[src/inc/tsp_pkg.sv]
package tsp_pkg;

  // Channel count, counter width and per-channel field width.
  localparam int NCH        = 4;
  localparam int CW         = 16;
  localparam int FW         = 4;
  localparam int REG_STRIDE = 4;

  // Register byte offsets.
  localparam logic [7:0] OFF_OUTCTL = 8'h00;
  localparam logic [7:0] OFF_MODE   = 8'h04;
  localparam logic [7:0] OFF_CMP0   = 8'h08;
  localparam logic [7:0] OFF_CAP0   = 8'h18;
  localparam logic [7:0] OFF_ISTAT  = 8'h28;
  localparam logic [7:0] OFF_IMASK  = 8'h2c;

  // Output control field, per channel at FW*k.
  localparam int OC_MODE  = 0;
  localparam int OC_POL   = 2;
  localparam int OC_FORCE = 3;

  // Sub-channel mode field, per channel at FW*k.
  localparam int MD_CCS = 0;
  localparam int MD_BUF = 1;
  localparam int MD_TBL = 2;
  localparam int MD_TBH = 3;

  // Interrupt status layout.
  localparam int IS_CAP = 0;
  localparam int IS_CMP = 4;

  // Reset values.
  localparam logic [15:0] OUTCTL_RST = 16'h8888;
  localparam logic [15:0] MODE_RST   = 16'h0000;
  localparam logic [7:0]  IMASK_RST  = 8'h00;

  // Output modes.
  localparam logic [1:0] OM_TOG0 = 2'b00;
  localparam logic [1:0] OM_TOG1 = 2'b01;

  localparam logic [CW-1:0] CNT_ZERO = 16'h0000;

  typedef enum logic [1:0] {TSP_B_FIRST, TSP_B_SECOND, TSP_B_CASC} tsp_base_t;

  function automatic tsp_base_t tsp_base_of(input logic hi, input logic lo);
    if (hi && lo) begin
      return TSP_B_CASC;
    end
    if (hi) begin
      return TSP_B_SECOND;
    end
    return TSP_B_FIRST;
  endfunction

  function automatic logic tsp_at(input logic [7:0] a, input logic [7:0] b,
                                  input int k);
    return a == b + 8'(REG_STRIDE * k);
  endfunction

endpackage

[src/inc/tsp_if.sv]
`timescale 1ns/1ps
interface tsp_if;
  import tsp_pkg::*;
  logic [CW-1:0]        count;
  logic                 sel_second;
  logic                 upd;
  logic [NCH-1:0][1:0]  mode;
  logic [NCH-1:0]       pol;
  logic [NCH-1:0]       force_on;
  logic [NCH-1:0]       set_trig;
  logic [NCH-1:0]       rst_trig;
  logic [NCH-1:0]       tog_trig;
  logic [NCH-1:0]       pin;
  modport mux  (output count, sel_second, upd);
  modport core (input count, sel_second, upd, pin,
                output mode, pol, force_on, set_trig, rst_trig, tog_trig);
  modport out  (input mode, pol, force_on, set_trig, rst_trig, tog_trig,
                output pin);
endinterface

[src/design/tsp_mux_count.sv]
`timescale 1ns/1ps
module tsp_mux_count
  import tsp_pkg::*;
(
  // Clock and reset.
  input  wire logic          clk_i,
  input  wire logic          rst_n_i,
  // Time-base counters and strobes.
  input  wire logic [CW-1:0] first_time_base_counter_i,
  input  wire logic [CW-1:0] second_time_base_counter_i,
  input  wire logic          first_base_strobe_i,
  input  wire logic          second_base_strobe_i,
  // Shared count to the core.
  tsp_if.mux                 mx
);

  typedef struct packed {
    logic          prev0;
    logic          prev1;
    logic [CW-1:0] count;
    logic          sel;
    logic          upd;
  } tsp_mux_t;

  tsp_mux_t q;
  tsp_mux_t n;
  logic     rise0;
  logic     rise1;

  assign rise0 = first_base_strobe_i && !q.prev0;
  assign rise1 = second_base_strobe_i && !q.prev1;

  // A first-strobe edge wins when both rise together.
  always_comb begin
    n       = q;
    n.prev0 = first_base_strobe_i;
    n.prev1 = second_base_strobe_i;
    n.upd   = rise0 || rise1;
    if (rise0) begin
      n.count = first_time_base_counter_i;
      n.sel   = 1'b0;
    end else if (rise1) begin
      n.count = second_time_base_counter_i;
      n.sel   = 1'b1;
    end
  end

  always_ff @(posedge clk_i) begin
    if (!rst_n_i) begin
      q <= '0;
    end else begin
      q <= n;
    end
  end

  assign mx.count      = q.count;
  assign mx.sel_second = q.sel;
  assign mx.upd        = q.upd;
endmodule

[src/design/tsp_out_stage.sv]
`timescale 1ns/1ps
module tsp_out_stage
  import tsp_pkg::*;
(
  // Clock and reset.
  input  wire logic clk_i,
  input  wire logic rst_n_i,
  // Controls and triggers in, pin levels out.
  tsp_if.out        o
);

  typedef struct packed {
    logic [NCH-1:0] act;
    logic [NCH-1:0] fprev;
    logic [NCH-1:0] pin;
  } tsp_out_t;

  localparam tsp_out_t OUT_RST = '{act: '0, fprev: '1, pin: '0};

  tsp_out_t q;
  tsp_out_t n;

  always_comb begin
    n       = q;
    n.fprev = o.force_on;
    for (int k = 0; k < NCH; k++) begin
      if (o.force_on[k]) begin
        n.act[k] = 1'b0;
      end else if (q.fprev[k]) begin
        n.act[k] = 1'b1;
      end else begin
        case (o.mode[k])
          OM_TOG1: begin
            if (o.rst_trig[k]) begin
              n.act[k] = 1'b0;
            end else if (o.set_trig[k]) begin
              n.act[k] = 1'b1;
            end
          end
          OM_TOG0: begin
            if (o.tog_trig[k]) begin
              n.act[k] = !q.act[k];
            end
          end
          default: begin
            n.act[k] = q.act[k];
          end
        endcase
      end
      n.pin[k] = n.act[k] ^ o.pol[k];
    end
  end

  always_ff @(posedge clk_i) begin
    if (!rst_n_i) begin
      q <= OUT_RST;
    end else begin
      q <= n;
    end
  end

  assign o.pin = q.pin;
endmodule

[src/design/tsp_timer_subch.sv]
`timescale 1ns/1ps
module tsp_timer_subch
  import tsp_pkg::*;
(
  // Clock and reset.
  input  wire logic                clk_i,
  input  wire logic                rst_n_i,
  // APB slave.
  input  wire logic                psel_i,
  input  wire logic                penable_i,
  input  wire logic                pwrite_i,
  input  wire logic [7:0]          paddr_i,
  input  wire logic [31:0]         pwdata_i,
  output logic      [31:0]         prdata_o,
  output logic                     pready_o,
  output logic                     pslverr_o,
  // Time bases and capture events.
  input  wire logic [CW-1:0]       first_time_base_counter_i,
  input  wire logic [CW-1:0]       second_time_base_counter_i,
  input  wire logic                first_base_strobe_i,
  input  wire logic                second_base_strobe_i,
  input  wire logic [NCH-1:0]      capture_event_i,
  // Timer outputs.
  output logic      [NCH-1:0]      timer_output_pin_o,
  output logic      [1:0]          base_clear_o,
  output logic                     irq_o
);

  typedef struct packed {
    logic [15:0]                outctl;
    logic [15:0]                mode;
    logic [NCH-1:0][CW-1:0]     cmp;
    logic [NCH-1:0][2*CW-1:0]   cap;
    logic [NCH-1:0][2*CW-1:0]   buff;
    logic [NCH-1:0]             bfull;
    logic [CW-1:0]              base0;
    logic [CW-1:0]              base1;
    logic [7:0]                 stat;
    logic [7:0]                 mask;
    logic                       irq;
    logic                       pready;
    logic                       pslverr;
    logic [31:0]                prdata;
    logic [NCH-1:0]             set_t;
    logic [NCH-1:0]             rst_t;
    logic [NCH-1:0]             tog_t;
    logic [1:0]                 clr;
  } tsp_core_t;

  localparam tsp_core_t CORE_RST = '{outctl: OUTCTL_RST, mode: MODE_RST,
                                     mask: IMASK_RST, default: '0};

  tsp_core_t q;
  tsp_core_t n;
  tsp_if     lnk ();
  logic      zero;
  logic      acc;
  logic      wr;
  logic      rd_done;

  tsp_mux_count u_mux (
    .clk_i                      (clk_i),
    .rst_n_i                    (rst_n_i),
    .first_time_base_counter_i  (first_time_base_counter_i),
    .second_time_base_counter_i (second_time_base_counter_i),
    .first_base_strobe_i        (first_base_strobe_i),
    .second_base_strobe_i       (second_base_strobe_i),
    .mx                         (lnk.mux)
  );

  tsp_out_stage u_out (
    .clk_i   (clk_i),
    .rst_n_i (rst_n_i),
    .o       (lnk.out)
  );

  assign zero = lnk.upd && !lnk.sel_second && lnk.count == CNT_ZERO;
  assign acc     = psel_i && penable_i;
  assign wr      = acc && q.pready && pwrite_i;
  assign rd_done = acc && q.pready && !pwrite_i;

  always_comb begin
    tsp_base_t     b;
    logic          hit;
    logic          ok;
    logic [31:0]   rdv;
    logic [2*CW-1:0] val;
    b         = TSP_B_FIRST;
    hit       = 1'b0;
    ok        = 1'b0;
    rdv       = '0;
    val       = '0;
    n         = q;
    n.set_t   = '0;
    n.rst_t   = '0;
    n.tog_t   = '0;
    n.clr     = '0;
    n.pready  = 1'b0;
    // Register decode; reads return the state sampled in the access cycle.
    if (tsp_at(paddr_i, OFF_OUTCTL, 0)) begin
      ok  = 1'b1;
      rdv = {16'h0000, q.outctl};
      if (wr) begin
        n.outctl = pwdata_i[15:0];
      end
    end
    if (tsp_at(paddr_i, OFF_MODE, 0)) begin
      ok  = 1'b1;
      rdv = {16'h0000, q.mode};
      if (wr) begin
        n.mode = pwdata_i[15:0];
      end
    end
    if (tsp_at(paddr_i, OFF_IMASK, 0)) begin
      ok  = 1'b1;
      rdv = {24'h000000, q.mask};
      if (wr) begin
        n.mask = pwdata_i[7:0];
      end
    end
    if (tsp_at(paddr_i, OFF_ISTAT, 0)) begin
      ok  = 1'b1;
      rdv = {24'h000000, q.stat};
      // Only the bits that were returned are cleared; later events survive.
      if (rd_done) begin
        n.stat = q.stat & ~q.prdata[7:0];
      end
    end
    for (int k = 0; k < NCH; k++) begin
      if (tsp_at(paddr_i, OFF_CMP0, k)) begin
        ok  = 1'b1;
        rdv = {16'h0000, q.cmp[k]};
        if (wr) begin
          n.cmp[k] = pwdata_i[CW-1:0];
        end
      end
      if (tsp_at(paddr_i, OFF_CAP0, k)) begin
        ok  = 1'b1;
        rdv = q.cap[k];
      end
    end
    if (acc && !q.pready) begin
      n.pready  = 1'b1;
      n.pslverr = !ok;
      n.prdata  = pwrite_i ? '0 : rdv;
    end
    if (lnk.upd) begin
      if (lnk.sel_second) begin
        n.base1 = lnk.count;
      end else begin
        n.base0 = lnk.count;
      end
    end
    // Sub-channels; event sets are applied after the read clear.
    for (int k = 0; k < NCH; k++) begin
      b   = tsp_base_of(q.mode[FW*k+MD_TBH], q.mode[FW*k+MD_TBL]);
      hit = lnk.upd && (lnk.sel_second == (b == TSP_B_SECOND))
            && lnk.count == q.cmp[k];
      if (q.mode[FW*k+MD_CCS]) begin
        if (hit) begin
          n.stat[IS_CMP+k] = 1'b1;
          if (q.outctl[FW*k+OC_MODE +: 2] == OM_TOG0) begin
            n.tog_t[k]            = 1'b1;
            n.clr[lnk.sel_second] = 1'b1;
          end else begin
            n.set_t[k] = 1'b1;
          end
        end
        if (zero && q.outctl[FW*k+OC_MODE +: 2] == OM_TOG1) begin
          n.rst_t[k] = 1'b1;
        end
      end else begin
        if (b == TSP_B_CASC) begin
          val = {q.base1, q.base0};
        end else if (b == TSP_B_SECOND) begin
          val = {16'h0000, q.base1};
        end else begin
          val = {16'h0000, q.base0};
        end
        if (q.bfull[k] && lnk.upd) begin
          n.cap[k]   = q.buff[k];
          n.bfull[k] = 1'b0;
        end
        if (capture_event_i[k]) begin
          if (q.mode[FW*k+MD_BUF] && b != TSP_B_CASC) begin
            n.buff[k]  = val;
            n.bfull[k] = 1'b1;
          end else begin
            n.cap[k] = val;
          end
          n.stat[IS_CAP+k] = 1'b1;
        end
      end
    end
    n.irq = |(n.stat & n.mask);
  end

  always_ff @(posedge clk_i) begin
    if (!rst_n_i) begin
      q <= CORE_RST;
    end else begin
      q <= n;
    end
  end

  always_comb begin
    for (int k = 0; k < NCH; k++) begin
      lnk.mode[k]     = q.outctl[FW*k+OC_MODE +: 2];
      lnk.pol[k]      = q.outctl[FW*k+OC_POL];
      lnk.force_on[k] = q.outctl[FW*k+OC_FORCE];
    end
    lnk.set_trig = q.set_t;
    lnk.rst_trig = q.rst_t;
    lnk.tog_trig = q.tog_t;
  end

  assign prdata_o           = q.prdata;
  assign pready_o           = q.pready;
  assign pslverr_o          = q.pslverr;
  assign irq_o              = q.irq;
  assign base_clear_o       = q.clr;
  assign timer_output_pin_o = lnk.pin;

  // Sub-channels watched by the capture checks below.
  localparam int CH_PL = 1;
  localparam int CH_CA = 2;
  localparam int CH_BF = 3;
endmodule

[config.mk]
export PLATFORM = sky130hd
export DESIGN_NAME = tsp_timer_subch
export DESIGN_NICKNAME = d
export VERILOG_FILES = /design/src/inc/tsp_pkg.sv /design/src/inc/tsp_if.sv /design/src/design/tsp_mux_count.sv /design/src/design/tsp_out_stage.sv /design/src/design/tsp_timer_subch.sv
export SDC_FILE = /design/constraint.sdc
export NUM_CORES = 1
export LEC_CHECK = 0
export ABC_AREA = 1
export BUFFER_PORTS_ARGS = -buffer_cell sky130_fd_sc_hd__buf_4
export CAP_MARGIN = 10
export CELL_PAD_IN_SITES_DETAIL_PLACEMENT = 0
export CELL_PAD_IN_SITES_GLOBAL_PLACEMENT = 1
export CORE_UTILIZATION = 44
export DETAILED_ROUTE_END_ITERATION = 8
export GPL_ROUTABILITY_DRIVEN = 0
export PLACE_DENSITY = 0.82
export REMOVE_ABC_BUFFERS = 1
export SYNTH_ARGS = -nofsm -noshare
export SYNTH_HDL_FRONTEND = slang
export SYNTH_SLANG_ARGS = --single-unit
[constraint.sdc]
create_clock -name clk_i -period 1.8 [get_ports clk_i]
set_input_delay 0.18 -clock clk_i [delete_from_list [all_inputs] [get_ports clk_i]]
set_output_delay 0.18 -clock clk_i [all_outputs]
set_load 0.03 [all_outputs]
==> results.md <==
| Metric | Value |
|:---|:---|
| Critical path launch point | q[388] |
| M3 GR Usage | 5.882% |
| CTS Buffer Depth | 3 |
| Portion of total power attributed to the clock network | 45.2% |
| Met1 Resource Use GR | 43.35% |
| Initial core utilization | 44.91% |
| Worst Hold Path EP | q[60] |
| Combined area of all synthesized cells | 23270 sq um |
| H-tree depth reported by CTS | 2 |
| Result of the run | finished with violations |
| Worst reg2reg path depth | 8 |
| Power Internal | 17.95 mW |
| Most common library cells after synthesis | sky130_fd_sc_hd__nand2_1 (805), sky130_fd_sc_hd__dfxtp_1 (485), sky130_fd_sc_hd__o21ai_0 (460), sky130_fd_sc_hd__a21oi_1 (334), sky130_fd_sc_hd__nor2_1 (287) |
| Final standard cell utilization of the core | 54.32% |
| DRT antenna net count | 0 |
| Post-Syn Area per Cell | 6.819 sq um |
| Logic gate share of total power | 8.8% |
| Routed wire length per instance | 21.94 um |
| Most numerous cell in the Yosys netlist | sky130_fd_sc_hd__nand2_1 |
| Skew final | 0.03576 ns |
| Worst setup slack before clock tree synthesis | -0.1542 ns |
| Total number of clock tree sinks | 485 |
| Pleak | 11.77 nW |
| Startpoint of the most critical register-to-register path | q[388] |
| Data required time of the critical path | 2.35 ns |
| Proportion of synthesized area in mux cells | 0.1935% |
| Async SR Flop Fraction | 0% |
| Hold Fails Final Rpt | 0 |
| Portion of the clock cycle consumed by the worst path in the final layout | 100.4% |
| Failing checks | negative setup slack |
| Length of the first detailed-routing pass in iterations | 6 |
| Fraction of synthesized cell area in xor and xnor cells | 0.8279% |
| Total global routing track utilization | 34.74% |
| Startpoint-to-endpoint class of the critical path | reg2reg |
| Clock-pin slew on the worst setup and hold paths | 0.06 ns |
| VDD IR max | 0.7038 mV |
| Largest family of logic cells by synthesized area | simple AND/OR/NAND/NOR gates |
| Number of distinct library cells after synthesis | 43 |
| Worst Slack Setup Final | -0.006730 ns |
| Cells after synthesis | 3413 |
| Vias/cell | 5.692 |
| Vias | 24565 |
| Number of maximum-capacitance constraint violations | 0 |
| Die Height | 232.0 um |
| Final setup violation count | 1 |
| Worst relative slew slack | 52.77% |
| Worst hold-check slack | 0.01617 ns |
| Non-Filler Cell Area, Final | 28150 sq um |
| Sequential cell area fraction in the yosys report | 41.72% |
| Full die area | 53820 sq um |
| Area growth from synthesis to layout | 20.94% |
| Core outline area | 51820 sq um |
| CTS Root Buffer Type | sky130_fd_sc_hd__clkbuf_16 |
| Total power consumption of the routed design | 24.22 mW |
| Horizontal die dimension | 232.0 um |
| Placed cell areas | 25790 sq um |
| Routed wire length | 94710 um |
| Worst-path maximum fanout | 4 |
| RSZ-0062 raised after global routing | true |
| Overflow after GRT | 0 |
| Clock Latency Late Sink | 0.64 ns |
| Worst Setup Start Kind | flip-flop |
| Count of port buffers added during placement | 107 |
| Count of flip-flops with a built-in enable after synthesis | 0 |
| Met2 track demand over resource in global routing | 54.33% |
| Area share of and/or/nand/nor cells after synthesis | 24.67% |
| Switching portion of total power | 25.87% |
| Number of design-rule violations left by the first detailed-router iteration | 2804 |
| Reg2Reg Capture Point | prdata_o[15] |
| Proportion of layout cells with a drive suffix above 1 | 14.99% |
| Number of antenna violations at the first check in global routing | 3 |
| Maximum number of pins on one net before global-route repair | 68 |
| Via count of the first global-routing pass | 22904 |
| Worst EP arrival | 2.36 ns |
| Dominant cells by area after synthesis | sky130_fd_sc_hd__dfxtp_1 (42%), sky130_fd_sc_hd__nand2_1 (13%), sky130_fd_sc_hd__o21ai_0 (9.9%), sky130_fd_sc_hd__a21oi_1 (7.2%), sky130_fd_sc_hd__nor2_1 (4.6%) |
| TritonCTS clock tree | done |
| Remaining routing DRC violations | 0 |
| Sequential cell fraction of total power | 46.0% |
| Number of warnings reported in the yosys synthesis log | 0 |
| Minimum clock period | 1.807 ns |
| Slew Viols, Final | 0 |
| Placed wire-length estimate after detailed placement | 66570 um |
| Endpoint class of the critical path | flip-flop |
| Number of core rows | 83 |
| Synthesized-area fraction occupied by adder cells | 0% |
| Worst-margin pin slew | 0.7085 ns |
| Synthesized-area fraction occupied by ao, oa, aoi and oai cells | 22.47% |
| Total net switching power | 6.266 mW |
| Number of flip-flops and latches in the synthesized netlist | 485 |
| Number of buffers created by CTS | 53 |
| Number of nets in the layout | 3676 |
| HP Start | capture_event_i[3] |
| Top Usage Layer GRT | met2 |
| Hold crit path type | in2reg |
| Wire length of the first global-routing pass | 140800 um |
| Top-level port count | 124 |
| Cell taking the most area after synthesis | sky130_fd_sc_hd__dfxtp_1 |
| Worst hold stages | 5 |
| Worst reg-to-reg setup slack | -0.007 ns |
| Pwr per Cell Area | 860.3 nW/um^2 |
| Maximum clock frequency | 553.5 MHz |
| Commonest register cell after synthesis | sky130_fd_sc_hd__dfxtp_1 |
| Area share of the largest cell type after synthesis | 41.72% |
[sequential cells by signal (all words and copies together), names as in the netlist]
register and cells:
u_mux.mx.sel_second 1, lnk.mode 8, u_out.q 8, lnk.tog_trig 4
base_clear_o 2, lnk.pol 4, lnk.rst_trig 4, irq_o 1
u_mux.q 2, pslverr_o 1, prdata_o 32, pready_o 1
q 388, lnk.force_on 4, u_out.o.pin 4, u_mux.mx.count 16
lnk.set_trig 4, u_mux.mx.upd 1
[per-stage QoR]
step           cells   TNS (ns)
3_3_place_gp    4162     -1.772
4_1_cts         4309          0
5_1_grt         4315    -0.2599
6_report        4316  -0.006730
2_1_floorplan   3136    -460.79
3_5_place_dp    4162     -2.177
[critical path: stages, from the launching register on]
cell,delay (ns)
sky130_fd_sc_hd__dfxtp_1,0.46
sky130_fd_sc_hd__o21ai_1,0.14
sky130_fd_sc_hd__nor2_1,0.48
sky130_fd_sc_hd__o21ai_1,0.15
sky130_fd_sc_hd__nand2_1,0.09
sky130_fd_sc_hd__nand2_1,0.05
sky130_fd_sc_hd__nand2_1,0.16
sky130_fd_sc_hd__nand2_1,0.09
sky130_fd_sc_hd__a21oi_2,0.11
[area by class of cell]
| type | instances | area (sq um) |
|---|---|---|
| timing repair buffer | 402 | 3496 |
| inverter | 283 | 1077 |
| clock buffer | 80 | 1558 |
| antenna | 1 | 2.502 |
| tap | 680 | 850.8 |
| multi-input combinational | 2368 | 11290 |
| clock inverter | 17 | 148.9 |
| fill | 4964 | 23670 |
| sequential | 485 | 9719 |
[power groups by stage]
stage	Clock, mW	Sequential (mW)	Combinational, mW
3_3_place_gp	0	11.4	1.93
6_report	10.9	11.1	2.13
5_1_grt	11.4	11.1	2.29
2_1_floorplan	0	11.3	0.905
3_5_place_dp	0	11.4	1.96
4_1_cts	11.0	11.1	2.05
[repair_timing]
action,in CTS,in global routing
gates resized for setup,3,37
endpoints found under the hold margin,107,0
setup endpoints to repair,7,31
hold buffers,50,0
gates cloned,0,1
pin swaps,0,5
setup buffers,0,5
[layout by cell type (no fill, tap or decap), drive strengths merged, types with 16 or more instances in the layout]
cell | netlist | routed
nand3 | 129 | 129
inv | 280 | 283
nor2 | 305 | 305
o21ai | 485 | 485
a31oi | 16 | 16
o22ai | 28 | 28
nor3 | 80 | 80
a21oi | 349 | 349
nand4 | 25 | 25
a211oi | 64 | 64
buf | 83 | 351
dfxtp | 485 | 485
dlygate4sd3 | 0 | 50
clkbuf | 194 | 81
xor2 | 16 | 16
nand2 | 817 | 817
[logic make-up (layout without fill, tap and decap cells)]
kind of cell | after synthesis | count (layout)
and+or+nand+nor | 1370 | 1370
AOI/OAI and AO/OA | 972 | 972
buffers and inverters | 560 | 782
DFF | 485 | 485
xor gates and xnor gates | 22 | 22
muxes | 4 | 4
other | 0 | 1
[metal layers]
| layer | vias up | share of wire, % |
|---|---|---|
| li1 | 11580 | - |
| met1 | 11426 | 40 |
| met2 | 1229 | 44 |
| met3 | 328 | 7.8 |
| met4 | 2 | 7.8 |
| met5 | - | 0.040 |
[worst max path at each step]
stage	endpoint	slack, ns	depth (start not counted)
6_report	prdata_o[15]	-0.007	8
4_1_cts	q[231]	0.02	8
3_3_place_gp	irq_o	-0.15	14
5_1_grt	base_clear_o[1]	-0.07	10
2_1_floorplan	base_clear_o[0]	-1.98	4
3_5_place_dp	prdata_o[12]	-0.15	15
No activity file was read; power rests on OpenSTA's default activity.
